<file path="src/verilog/driver_lin_fault_defs.vh">
// constants for the driver and bus fault control block
`ifndef DRIVER_LIN_FAULT_DEFS_VH
`define DRIVER_LIN_FAULT_DEFS_VH
`define ADDR_MODE 4'h0
`define ADDR_BUSCTL 4'h4
`define ADDR_BUSSTAT 4'h5
`define ADDR_HSCTL 4'h6
`define ADDR_HSSTAT 4'h7
`define ADDR_LSCTL 4'h8
`define ADDR_LSSTAT 4'h9
`define ADDR_IMASK 4'hE
`define ADDR_ISRC 4'hF
`define MODE_NORMAL 2'h0
`define MODE_STOP 2'h1
`define MODE_SLEEP 2'h2
`define MODE_RST 4'hC
`define BUSCTL_RST 4'h1
`define SLEW_20K 2'h1
`define RESP_OK 2'h0
`define RESP_SLVERR 2'h2
`define STUCK_TIME_MS 1000
`define WAKE_FILTER_NS 150000
`define CLK_PERIOD_NS 10
`endif

</file>
<file path="src/verilog/driver_lin_fault_control.v">
// driver protection, bus diagnostics and register slave for the driver and bus block
//
// Our own choices: the AXI4-Lite slave port and the address map.
`timescale 1ns/10ps
`include "driver_lin_fault_defs.vh"
module driver_lin_fault_control #(
  parameter STUCK_CYCLES = (`STUCK_TIME_MS * 1000000) / `CLK_PERIOD_NS,
  parameter WAKE_CYCLES = (`WAKE_FILTER_NS + `CLK_PERIOD_NS - 1) / `CLK_PERIOD_NS
) (
  input wire clk,
  input wire rst_b,
  input wire [5:0] s_axi_awaddr,
  input wire s_axi_awvalid,
  output wire s_axi_awready,
  input wire [31:0] s_axi_wdata,
  input wire [3:0] s_axi_wstrb,
  input wire s_axi_wvalid,
  output wire s_axi_wready,
  output reg [1:0] s_axi_bresp,
  output reg s_axi_bvalid,
  input wire s_axi_bready,
  input wire [5:0] s_axi_araddr,
  input wire s_axi_arvalid,
  output wire s_axi_arready,
  output reg [31:0] s_axi_rdata,
  output reg [1:0] s_axi_rresp,
  output reg s_axi_rvalid,
  input wire s_axi_rready,
  input wire pwmInputPin,
  input wire transmitData,
  input wire busRx,
  input wire hsOverTemp,
  input wire hsOpenLoad,
  input wire hsCurrentLimit,
  input wire overVoltage,
  input wire [1:0] lsOverTemp,
  input wire [1:0] lsOpenLoad,
  input wire [1:0] lsCurrentLimit,
  input wire busOverCurrent,
  input wire busOverTemp,
  input wire receiveShort,
  output reg hsDrive,
  output reg [1:0] lsDrive,
  output reg txEnable,
  output reg [1:0] slewSelect,
  output reg dominantLevel,
  output reg pullupConnect,
  output reg wakeThresholdLow,
  output reg irq,
  output reg resetWake
);
  ////////////////////////////////////////////////////////////////////////////
  // input synchronisers
  reg [13:0] syncA;
  reg [13:0] syncB;
  always @(posedge clk) begin
    if (!rst_b) begin
      syncA <= 14'h0000;
      syncB <= 14'h0000;
    end else begin
      syncA <= {pwmInputPin, hsOverTemp, hsOpenLoad, hsCurrentLimit, overVoltage, lsOverTemp,
                lsOpenLoad, lsCurrentLimit, busOverCurrent, busOverTemp, receiveShort};
      syncB <= syncA;
    end
  end
  wire pwmS = syncB[13];
  wire hsOtS = syncB[12];
  wire hsOlS = syncB[11];
  wire hsClS = syncB[10];
  wire ovS = syncB[9];
  wire [1:0] lsOtS = syncB[8:7];
  wire [1:0] lsOlS = syncB[6:5];
  wire [1:0] lsClS = syncB[4:3];
  wire busOcS = syncB[2];
  wire busOtS = syncB[1];
  wire shortS = syncB[0];
  reg [1:0] txSync;
  reg [1:0] rxSync;
  reg rxPrev;
  always @(posedge clk) begin
    if (!rst_b) begin
      txSync <= 2'h3;
      rxSync <= 2'h3;
      rxPrev <= 1'b1;
    end else begin
      txSync <= {txSync[0], transmitData};
      rxSync <= {rxSync[0], busRx};
      rxPrev <= rxSync[1];
    end
  end
  wire txHigh = txSync[1];
  wire rxS = rxSync[1];
  ////////////////////////////////////////////////////////////////////////////
  // axi4-lite slave
  reg awHeld;
  reg wHeld;
  reg [3:0] awIdx;
  reg [3:0] wData;
  reg wStrb0;
  assign s_axi_awready = !awHeld && !s_axi_bvalid;
  assign s_axi_wready = !wHeld && !s_axi_bvalid;
  assign s_axi_arready = !s_axi_rvalid;
  wire [3:0] curAw = awHeld ? awIdx : s_axi_awaddr[5:2];
  wire [3:0] curW = wHeld ? wData : s_axi_wdata[3:0];
  wire curStrb = wHeld ? wStrb0 : s_axi_wstrb[0];
  wire haveAw = awHeld || (s_axi_awvalid && s_axi_awready);
  wire haveW = wHeld || (s_axi_wvalid && s_axi_wready);
  wire doWrite = haveAw && haveW;
  wire wrMapped = (curAw == `ADDR_MODE) || (curAw == `ADDR_BUSCTL) ||
                  (curAw == `ADDR_HSCTL) || (curAw == `ADDR_LSCTL) || (curAw == `ADDR_IMASK);
  wire wrEn = doWrite && wrMapped && curStrb;
  wire wrHs = wrEn && (curAw == `ADDR_HSCTL);
  wire wrLs = wrEn && (curAw == `ADDR_LSCTL);
  wire doRead = s_axi_arvalid && s_axi_arready;
  wire [3:0] rdIdx = s_axi_araddr[5:2];
  wire rdBus = doRead && (rdIdx == `ADDR_BUSSTAT);
  ////////////////////////////////////////////////////////////////////////////
  // control registers
  reg overvoltageShutdownEnable;
  reg busPullupEnable;
  reg [1:0] powerMode;
  reg receiveOnlyBit;
  reg hsOnBit;
  reg hsPwmSelect;
  reg [1:0] lsOn;
  reg [1:0] lsPwmSel;
  reg [3:0] irqMask;
  reg hsLatchedOff;
  reg lsLatchedOff;
  reg txOtOff;
  reg txShOff;
  reg txDomOff;
  reg [3:0] busStatus;
  reg [3:0] irqSource;
  reg [31:0] stuckCount;
  reg [31:0] wakeCount;
  reg wakeArmed;
  wire lowPower = (powerMode == `MODE_STOP) || (powerMode == `MODE_SLEEP);
  wire hsFault = hsOtS || (overvoltageShutdownEnable && ovS);
  wire lsFault = (|lsOtS) || (overvoltageShutdownEnable && ovS);
  wire stuckNow = (stuckCount >= STUCK_CYCLES - 1) && !txHigh;
  wire busErr = busOcS || busOtS || shortS || stuckNow;
  always @(posedge clk) begin
    if (!rst_b) begin
      overvoltageShutdownEnable <= 1'b1;
      busPullupEnable <= 1'b1;
      powerMode <= `MODE_NORMAL;
      {dominantLevel, receiveOnlyBit, slewSelect} <= `BUSCTL_RST;
      hsOnBit <= 1'b0;
      hsPwmSelect <= 1'b0;
      lsOn <= 2'h0;
      lsPwmSel <= 2'h0;
      irqMask <= 4'h0;
      hsLatchedOff <= 1'b0;
      lsLatchedOff <= 1'b0;
    end else begin
      if (wrEn && curAw == `ADDR_MODE) begin
        overvoltageShutdownEnable <= curW[3];
        busPullupEnable <= curW[2];
        powerMode <= curW[1:0];
      end
      if (wrEn && curAw == `ADDR_BUSCTL) begin
        dominantLevel <= curW[3];
        slewSelect <= curW[1:0];
      end
      if (busErr)
        receiveOnlyBit <= 1'b1;
      else if (wrEn && curAw == `ADDR_BUSCTL)
        receiveOnlyBit <= curW[2];
      if (wrHs) begin
        hsPwmSelect <= curW[2];
        hsOnBit <= curW[0];
      end
      if (wrLs) begin
        lsPwmSel <= curW[3:2];
        lsOn <= curW[1:0];
      end
      if (wrEn && curAw == `ADDR_IMASK)
        irqMask <= curW;
      if (hsFault)
        hsLatchedOff <= 1'b1;
      else if (wrHs)
        hsLatchedOff <= 1'b0;
      if (lsFault)
        lsLatchedOff <= 1'b1;
      else if (wrLs)
        lsLatchedOff <= 1'b0;
    end
  end
  ////////////////////////////////////////////////////////////////////////////
  // driver outputs
  genvar ch;
  generate
    for (ch = 0; ch < 2; ch = ch + 1) begin : lsChan
      always @(posedge clk) begin
        if (!rst_b)
          lsDrive[ch] <= 1'b0;
        else
          lsDrive[ch] <= lsOn[ch] && (!lsPwmSel[ch] || pwmS) &&
                         !lsLatchedOff && !lsFault && !lowPower;
      end
    end
  endgenerate
  always @(posedge clk) begin
    if (!rst_b) begin
      hsDrive <= 1'b0;
      pullupConnect <= 1'b1;
      wakeThresholdLow <= 1'b0;
    end else begin
      hsDrive <= hsOnBit && (!hsPwmSelect || pwmS) && !hsLatchedOff && !hsFault;
      pullupConnect <= !lowPower || busPullupEnable;
      wakeThresholdLow <= !busPullupEnable;
    end
  end
  ////////////////////////////////////////////////////////////////////////////
  // bus diagnostics
  always @(posedge clk) begin
    if (!rst_b) begin
      stuckCount <= 32'h00000000;
      txOtOff <= 1'b0;
      txShOff <= 1'b0;
      txDomOff <= 1'b0;
      busStatus <= 4'h0;
      txEnable <= 1'b0;
    end else begin
      if (txHigh)
        stuckCount <= 32'h00000000;
      else if (!stuckNow)
        stuckCount <= stuckCount + 32'h00000001;
      if (busOtS)
        txOtOff <= 1'b1;
      else if (txHigh)
        txOtOff <= 1'b0;
      if (shortS)
        txShOff <= 1'b1;
      else if (txHigh && (rxS != rxPrev))
        txShOff <= 1'b0;
      if (stuckNow)
        txDomOff <= 1'b1;
      else if (txHigh)
        txDomOff <= 1'b0;
      busStatus[3] <= shortS || (busStatus[3] && !(rdBus && !shortS));
      busStatus[2] <= stuckNow || (busStatus[2] && !(rdBus && txHigh));
      busStatus[1] <= busOtS || (busStatus[1] && !rdBus);
      busStatus[0] <= busOcS || (busStatus[0] && !rdBus);
      txEnable <= !lowPower && !receiveOnlyBit && !txOtOff && !txShOff && !txDomOff &&
                  !busOtS && !shortS && !stuckNow;
    end
  end
  ////////////////////////////////////////////////////////////////////////////
  // interrupt sources and wake detection
  wire wakeEvent = wakeArmed && rxS;
  always @(posedge clk) begin
    if (!rst_b) begin
      wakeCount <= 32'h00000000;
      wakeArmed <= 1'b0;
      irqSource <= 4'h0;
      irq <= 1'b0;
      resetWake <= 1'b0;
    end else begin
      if (!lowPower || receiveOnlyBit || rxS)
        wakeCount <= 32'h00000000;
      else if (wakeCount < WAKE_CYCLES)
        wakeCount <= wakeCount + 32'h00000001;
      wakeArmed <= lowPower && !receiveOnlyBit && !rxS && (wakeCount >= WAKE_CYCLES);
      irqSource[3] <= hsOtS || (irqSource[3] && !(doRead && rdIdx == `ADDR_ISRC));
      irqSource[2] <= (|lsOtS) || (irqSource[2] && !(doRead && rdIdx == `ADDR_ISRC));
      irqSource[1] <= busErr || (irqSource[1] && !(doRead && rdIdx == `ADDR_ISRC));
      irqSource[0] <= wakeEvent || (irqSource[0] && !(doRead && rdIdx == `ADDR_ISRC));
      irq <= |(irqSource & irqMask);
      resetWake <= wakeEvent && (powerMode == `MODE_SLEEP);
    end
  end
  ////////////////////////////////////////////////////////////////////////////
  // bus handshakes and read mux
  reg [3:0] rdValue;
  reg rdMapped;
  always @* begin
    rdMapped = 1'b1;
    case (rdIdx)
      `ADDR_BUSSTAT: rdValue = busStatus;
      `ADDR_HSSTAT: rdValue = {2'h0, hsOlS || hsOtS, hsClS || hsOtS};
      `ADDR_LSSTAT: rdValue = {lsOlS[1], lsClS[1], lsOlS[0], lsClS[0]};
      `ADDR_ISRC: rdValue = irqSource;
      `ADDR_IMASK: rdValue = irqMask;
      default: begin
        rdValue = 4'h0;
        rdMapped = 1'b0;
      end
    endcase
  end
  always @(posedge clk) begin
    if (!rst_b) begin
      awHeld <= 1'b0;
      wHeld <= 1'b0;
      awIdx <= 4'h0;
      wData <= 4'h0;
      wStrb0 <= 1'b0;
      s_axi_bvalid <= 1'b0;
      s_axi_bresp <= `RESP_OK;
      s_axi_rvalid <= 1'b0;
      s_axi_rdata <= 32'h00000000;
      s_axi_rresp <= `RESP_OK;
    end else begin
      if (doWrite) begin
        awHeld <= 1'b0;
        wHeld <= 1'b0;
        s_axi_bvalid <= 1'b1;
        s_axi_bresp <= wrMapped ? `RESP_OK : `RESP_SLVERR;
      end else begin
        if (s_axi_awvalid && s_axi_awready) begin
          awHeld <= 1'b1;
          awIdx <= s_axi_awaddr[5:2];
        end
        if (s_axi_wvalid && s_axi_wready) begin
          wHeld <= 1'b1;
          wData <= s_axi_wdata[3:0];
          wStrb0 <= s_axi_wstrb[0];
        end
        if (s_axi_bready)
          s_axi_bvalid <= 1'b0;
      end
      if (doRead) begin
        s_axi_rvalid <= 1'b1;
        s_axi_rdata <= {28'h0000000, rdValue};
        s_axi_rresp <= rdMapped ? `RESP_OK : `RESP_SLVERR;
      end else if (s_axi_rready) begin
        s_axi_rvalid <= 1'b0;
      end
    end
  end
endmodule

</file>
<file path="config.mk">
export PLATFORM = sky130hd
export DESIGN_NAME = driver_lin_fault_control
export DESIGN_NICKNAME = d
export VERILOG_FILES = /design/src/verilog/driver_lin_fault_control.v
export VERILOG_INCLUDE_DIRS = /design/src /design/src/verilog
export SDC_FILE = /design/constraint.sdc
export NUM_CORES = 1
export LEC_CHECK = 0
export BUFFER_PORTS_ARGS = -buffer_cell sky130_fd_sc_hd__buf_2
export CELL_PAD_IN_SITES_DETAIL_PLACEMENT = 1
export CELL_PAD_IN_SITES_GLOBAL_PLACEMENT = 2
export CORE_MARGIN = 4
export CORE_UTILIZATION = 25
export CTS_BUF_LIST = sky130_fd_sc_hd__clkbuf_2 sky130_fd_sc_hd__clkbuf_4 sky130_fd_sc_hd__clkbuf_8
export DETAILED_ROUTE_END_ITERATION = 7
export HOLD_SLACK_MARGIN = 0.1
export PLACE_DENSITY_LB_ADDON = 0.1
export SLEW_MARGIN = 20
export SYNTH_ARGS = -nofsm -noshare
export SYNTH_HDL_FRONTEND = slang
export SYNTH_SLANG_ARGS = --single-unit
export TNS_END_PERCENT = 1
</file>
<file path="constraint.sdc">
create_clock -name clk -period 2.4 [get_ports clk]
set_clock_uncertainty 0.15 [all_clocks]
set_input_delay 0 -clock clk [delete_from_list [all_inputs] [get_ports clk]]
set_output_delay 0 -clock clk [all_outputs]
set_load 0.005 [all_outputs]
</file>
### Word-level counts from Yosys, hierarchy flattened

Cells that the tools add are included.

| cells by class | value |
|---|---|
| add/sub/neg operators | 2 |
| shifts and indexed selects | 0 |
| divide/modulo/power cells | 0 |
| equality and inequality tests | 12 |
| bitwise gates (word level) | 3 |
| mux-type cells | 22 |
| multipliers | 0 |
| order comparisons | 3 |
| reduce and logical (&&, ||, !) cells | 122 |

Operators by type and width:

| kind | number |
|---|---|
| $add A32 B1 Y32 const B | 2 |
| $logic_and A1 B1 Y1 | 51 |
| $ge A32 B14 Y1 const B | 1 |
| $ge A32 B27 Y1 const B | 1 |
| $lt A32 B14 Y1 const B | 1 |
| $logic_or A1 B1 Y1 | 28 |
| $logic_not A1 Y1 | 26 |
| $eq A4 B4 Y1 const B | 5 |
| $pmux W4 S5 | 1 |
| $mux W1 | 17 |
| $eq A4 B3 Y1 const B | 4 |
| $reduce_bool A2 Y1 | 8 |
| $mux W4 | 2 |
| $reduce_or A2 Y1 | 4 |
| $reduce_or A5 Y1 | 1 |
| $and A4 B4 Y4 | 1 |
| $logic_not A4 Y1 | 1 |
| $mux W2 | 2 |
| $reduce_and A2 Y1 | 2 |
| $reduce_or A4 Y1 | 1 |
| $eq A2 B1 Y1 const B | 1 |
| $eq A2 B2 Y1 const B | 1 |
| $not A1 Y1 | 2 |
| $ne A1 B1 Y1 | 1 |

| word-level totals | value |
|---|---|
| bits in writable memories | 0 |
| latch bits | 0 |
| output and inout bits | 52 |
| ROM bits | 0 |
| bits in registers | 158 |
| input port bits | 71 |
| logic and storage cells | 208 |
| memories | 0 |

### Logic depth before layout (Yosys ltp)

| logic depth | value |
|---|---|
| word-level depth | 11 |
| gate-level depth with buffers | 10 |
| gate-level depth less buffers | 7 |

### Least setup slack after synthesis

OpenSTA, ideal clock, no wires.

| timing | value |
|---|---|
| kind | flip-flop to flip-flop |
| start | reg stuckCount[0] |
| end | reg stuckCount[20] |
| slack | 0.165 ns |
| arrival | 2.026 ns |
| clock period less this slack | 2.235 ns |
| data required time | 2.191 ns |
| library setup time | 0.059 ns |
| buffers on the path | 2 |
| stages on the path, launching flop included | 10 |
| cell sequence | dfxtp_1 -> ha_1 -> and4_1 -> buf_2 -> a211oi_2 -> o21a_4 -> a21oi_2 -> buf_6 -> or4_1 -> nand2_1 |

| between the ends | value |
|---|---|
| longest elaborated chain between the ends | 2 |
| elaborated cells on any way between the ends | 3 |
| classes of those cells | add/sub (1); order compare (1); reduce/logical (1) |

Ends and longest elaborated chain:

| element | line | text |
|---|---|---|
| from (decl) | driver_lin_fault_control.v:135 | `reg [31:0] stuckCount;` |
| from (signal assigned) | driver_lin_fault_control.v:229 | `stuckCount <= stuckCount + 32'h00000001;` |
| $ge A32 B27 Y1 | driver_lin_fault_control.v:141 | `wire stuckNow = (stuckCount >= STUCK_CYCLES - 1) && !txHigh;` |
| $logic_and A1 B1 Y1 | driver_lin_fault_control.v:141 |  |

Parallel ways exist; a longest one is shown, timed or not.
A chain may end at the register's enable or synchronous reset.

### Final worst setup path

| timing | value |
|---|---|
| start | reg stuckCount[9] |
| end | reg stuckCount[15] |

The elaborated chain is that of the path after synthesis.

==> impl_results.md <==
* Wirelength per Cell at 14.7 um
* Vias in the first global route at roughly 5,500
* Part of the Yosys area used for sequential elements at 48.3%
* Buf/Inv on CP at 1
* Area of the mapped netlist at between 6000 and 7000 um^2
* Commonest non-fill, non-tap cell in the layout: dfxtp_1
* Most frequent cells in the layout: dfxtp_1 (153), dlygate4sd3_1 (62), buf_2 (57), and2_1 (56), nor2_1 (48)
* Bufs on Longest Clock Path at 2
* Crit Path Max Fanout at 11
* Initial antenna violation count at 0
* TritonCTS clock tree: done
* Critical path's slowest cell: or4_4
* Via-to-Cell Ratio at between 4 and 5
* Worst-margin pin slew at 0.630 ns
* Htree depth at 4
* Crit path top cell by count: a21oi_1
* CP cell instances: or4_4 > a211oi_2 > o21a_4 > a21oi_1 > buf_4 > or4_1 > a21oi_1
* Final Cycle Share at 97.8%
* Placed Cells at 1,064
* Area delta synth->final at 25.6%
* Max Cap Viol at 0
* Synthesized area per cell at around 9.4 um^2
* Outcome: finished, final reports clean
* Final setup viols at 0
* Max-slew violation count at 0
* Total gr overflow at 0
* #FFs+latches synth at roughly 160
* Die Wd at about 170 um
* CP delay by family, top: simple AND/OR/NAND/NOR gates
* Pwr Density at between 600 and 700 nW/um^2
* Total wire length at between 15,000 and 20,000 um
* Fin. Hold Viols at 0
* Core area at around 25,000 um^2
* Number of synthesized flops with an enable pin at 0
* Largest net degree at the start of global routing at 43
* Tot GR Track Use at 12.2%
* Ant. Diodes at 0
* Clk root buf: clkbuf_8
* Starting density of the core at between 20% and 30%
* Yosys warns at 0
* F_max at roughly 430 MHz
* Worst Setup Start Kind: register
* Part of the power in the clock network at between 30% and 40%
* Hold WS at 0.144 ns
* Max transition margin at 58.0%
* Cell Int Power at approximately 3800 uW
* Sw power at 1330 uW
* TritonCTS Buffers at 17
* Die span in y at around 170 um
* Post-detail-place hpwl at around 12,000 um
* HP Start: lsOverTemp[0]
* Required @ worst endpoint at between 2 and 3 ns
* Placer Congestion at between 0.7 and 0.8
* Io pins at about 120
* RSZ-0062 raised after global routing: yes
* Drt drc at 0
* CTS clk-pin slew, worst paths at ~0.10 ns
* Clk sinks at approximately 160
* Cell Count, Final, Fillers Out at around 1,200
* Full die area at around 29,000 um^2
* Hold Path Class: input port to register
* Crit path kind: register to register
* Switching portion of total power at 26.2%
* Tot Pwr at a little over 5000 uW
* PortBufs at between 50 and 60
* Number of detailed-route iterations in the first pass at 4
* Tmin final at ~2.3 ns
* CP endpoint kind: register
* Ys flop type: dfxtp_1
* Logic pwr share at 8.0%
* Post-synthesis cell type count at 59
* RR Startpoint: stuckCount[9]$_SDFFE_PP0N_
* Worst EP arrival at between 2 and 3 ns
* DRT antenna net count at 0
* Final net count at slightly below 900
* Worst-skew pair later-pin latency at 0.46 ns
* Maximum VDD drop at ~0.23 mV
* Initial DRC Count at 156
* P_leak at roughly 0.0032 uW
* Global-route wire length before repair at between 20,000 and 30,000 um
* FFs w/ async S/R, synth at 0%
* Vias post-DR at between 5,000 and 6,000
* Slowest Stage Delay on Critical Path at approximately 0.51 ns
* Std cell rows at 58
* Gate count after technology mapping at roughly 690
* Reg power frac at between 50 and 60%
* Critical path origin: stuckCount[9]$_SDFFE_PP0N_
* Layout cells sized above 1 at between 15 and 20%
-- power groups by stage --
stage          registers, uW  logic (uW)  clock network [uW]
2_1_floorplan           2740         240                   0
3_3_place_gp            2760         312                   0
3_5_place_dp            2760         320                   0
4_1_cts                 2700         408                2080
5_1_grt                 2710         456                2170
6_report                2700         407                1980
-- tightest hold or removal path: stages --
cell and delay [ns]:
dlygate4sd3_1 0.51, buf_2 0.09, and2_1 0.11
-- state kept, by name, summed over array words and instances (netlist names), 2 cells and up --
name	flops
rxSync	2
lsOn	2
lsDrive	2
stuckCount	32
wData	4
wakeCount	32
s_axi_rdata	4
syncA	14
powerMode	2
syncB	14
awIdx	4
lsPwmSel	2
txSync	2
slewSelect	2
irqSource	4
irqMask	4
busStatus	4
-- logic make-up after synthesis --
logic type / synth area share, %
AND/OR/NAND/NOR: 26.1
flip-flops: 48.3
AO/OA/AOI/OAI: 10.4
buffers and inverters: 6.09
multiplexers: 5.86
XOR/XNOR: 2.44
adder cells (fa/ha/maj): 0.774
other: 0.0580
-- routing by layer --
layer  up-vias  part of all wire, %  GRT usage [%]
li1       2586                    -              -
met1      2502                   48           15.2
met2        68                   49           21.2
met3         9                  2.9           2.62
met4         0                 0.97           3.42
met5         -                    0              0
-- layout make-up --
cell class | count | area, um^2
Fill cell | 2900 | 17200
Sequential cell | 156 | 3130
Multi-Input combinational cell | 489 | 3070
Timing Repair Buffer | 145 | 1100
Tap cell | 330 | 413
Clock buffer | 19 | 255
Clock inverter | 13 | 129
Inverter | 7 | 26.3
-- Yosys cell counts (16+ instances only) --
master	instances	area [um^2]
a21oi_1	26	130
buf_4	30	225
nor2_1	48	180
mux2i_1	30	300
dfxtp_1	156	3120
clkbuf_1	25	93.8
xor2_1	17	149
nor2b_1	42	263
nand2_1	37	139
and3_1	16	100
and2_1	56	350
nand3_1	24	120
o21ai_0	22	110
-- repair_timing --
item / in CTS / in global routing
endpoints found under the hold margin: 69 / 0
setup buffers: 0 / 1
resized for setup: 0 / 6
hold buffers: 62 / 0
setup endpoints to repair: 0 / 13
-- final timing paths --
kind                                 endpoint  slack (ns)  cells after the start
setup / recovery  stuckCount[15]$_SDFFE_PP0N_        0.05                      7
hold / removal            syncA[7]$_SDFF_PN0_        0.14                      3
setup reg to reg  stuckCount[15]$_SDFFE_PP0N_        0.05                      7
hold reg to reg          rxSync[1]$_SDFF_PN1_        0.27                      1
-- metrics by stage --
stage | area [um^2] | setup slack, ns | util, % | setup TNS, ns
4_1_cts | 8100 | 0.00371 | 32.0 | 0
3_3_place_gp | 7100 | 0.0448 | 28.0 | 0
5_1_grt | 8120 | -0.0165 | 32.1 | -0.0165
2_1_floorplan | 6580 | 0.165 | - | 0
3_5_place_dp | 7100 | 0.0170 | 28.0 | 0
6_report | 8120 | 0.0540 | 32.1 | 0
Note: power is estimated with default switching activity, not from simulation.
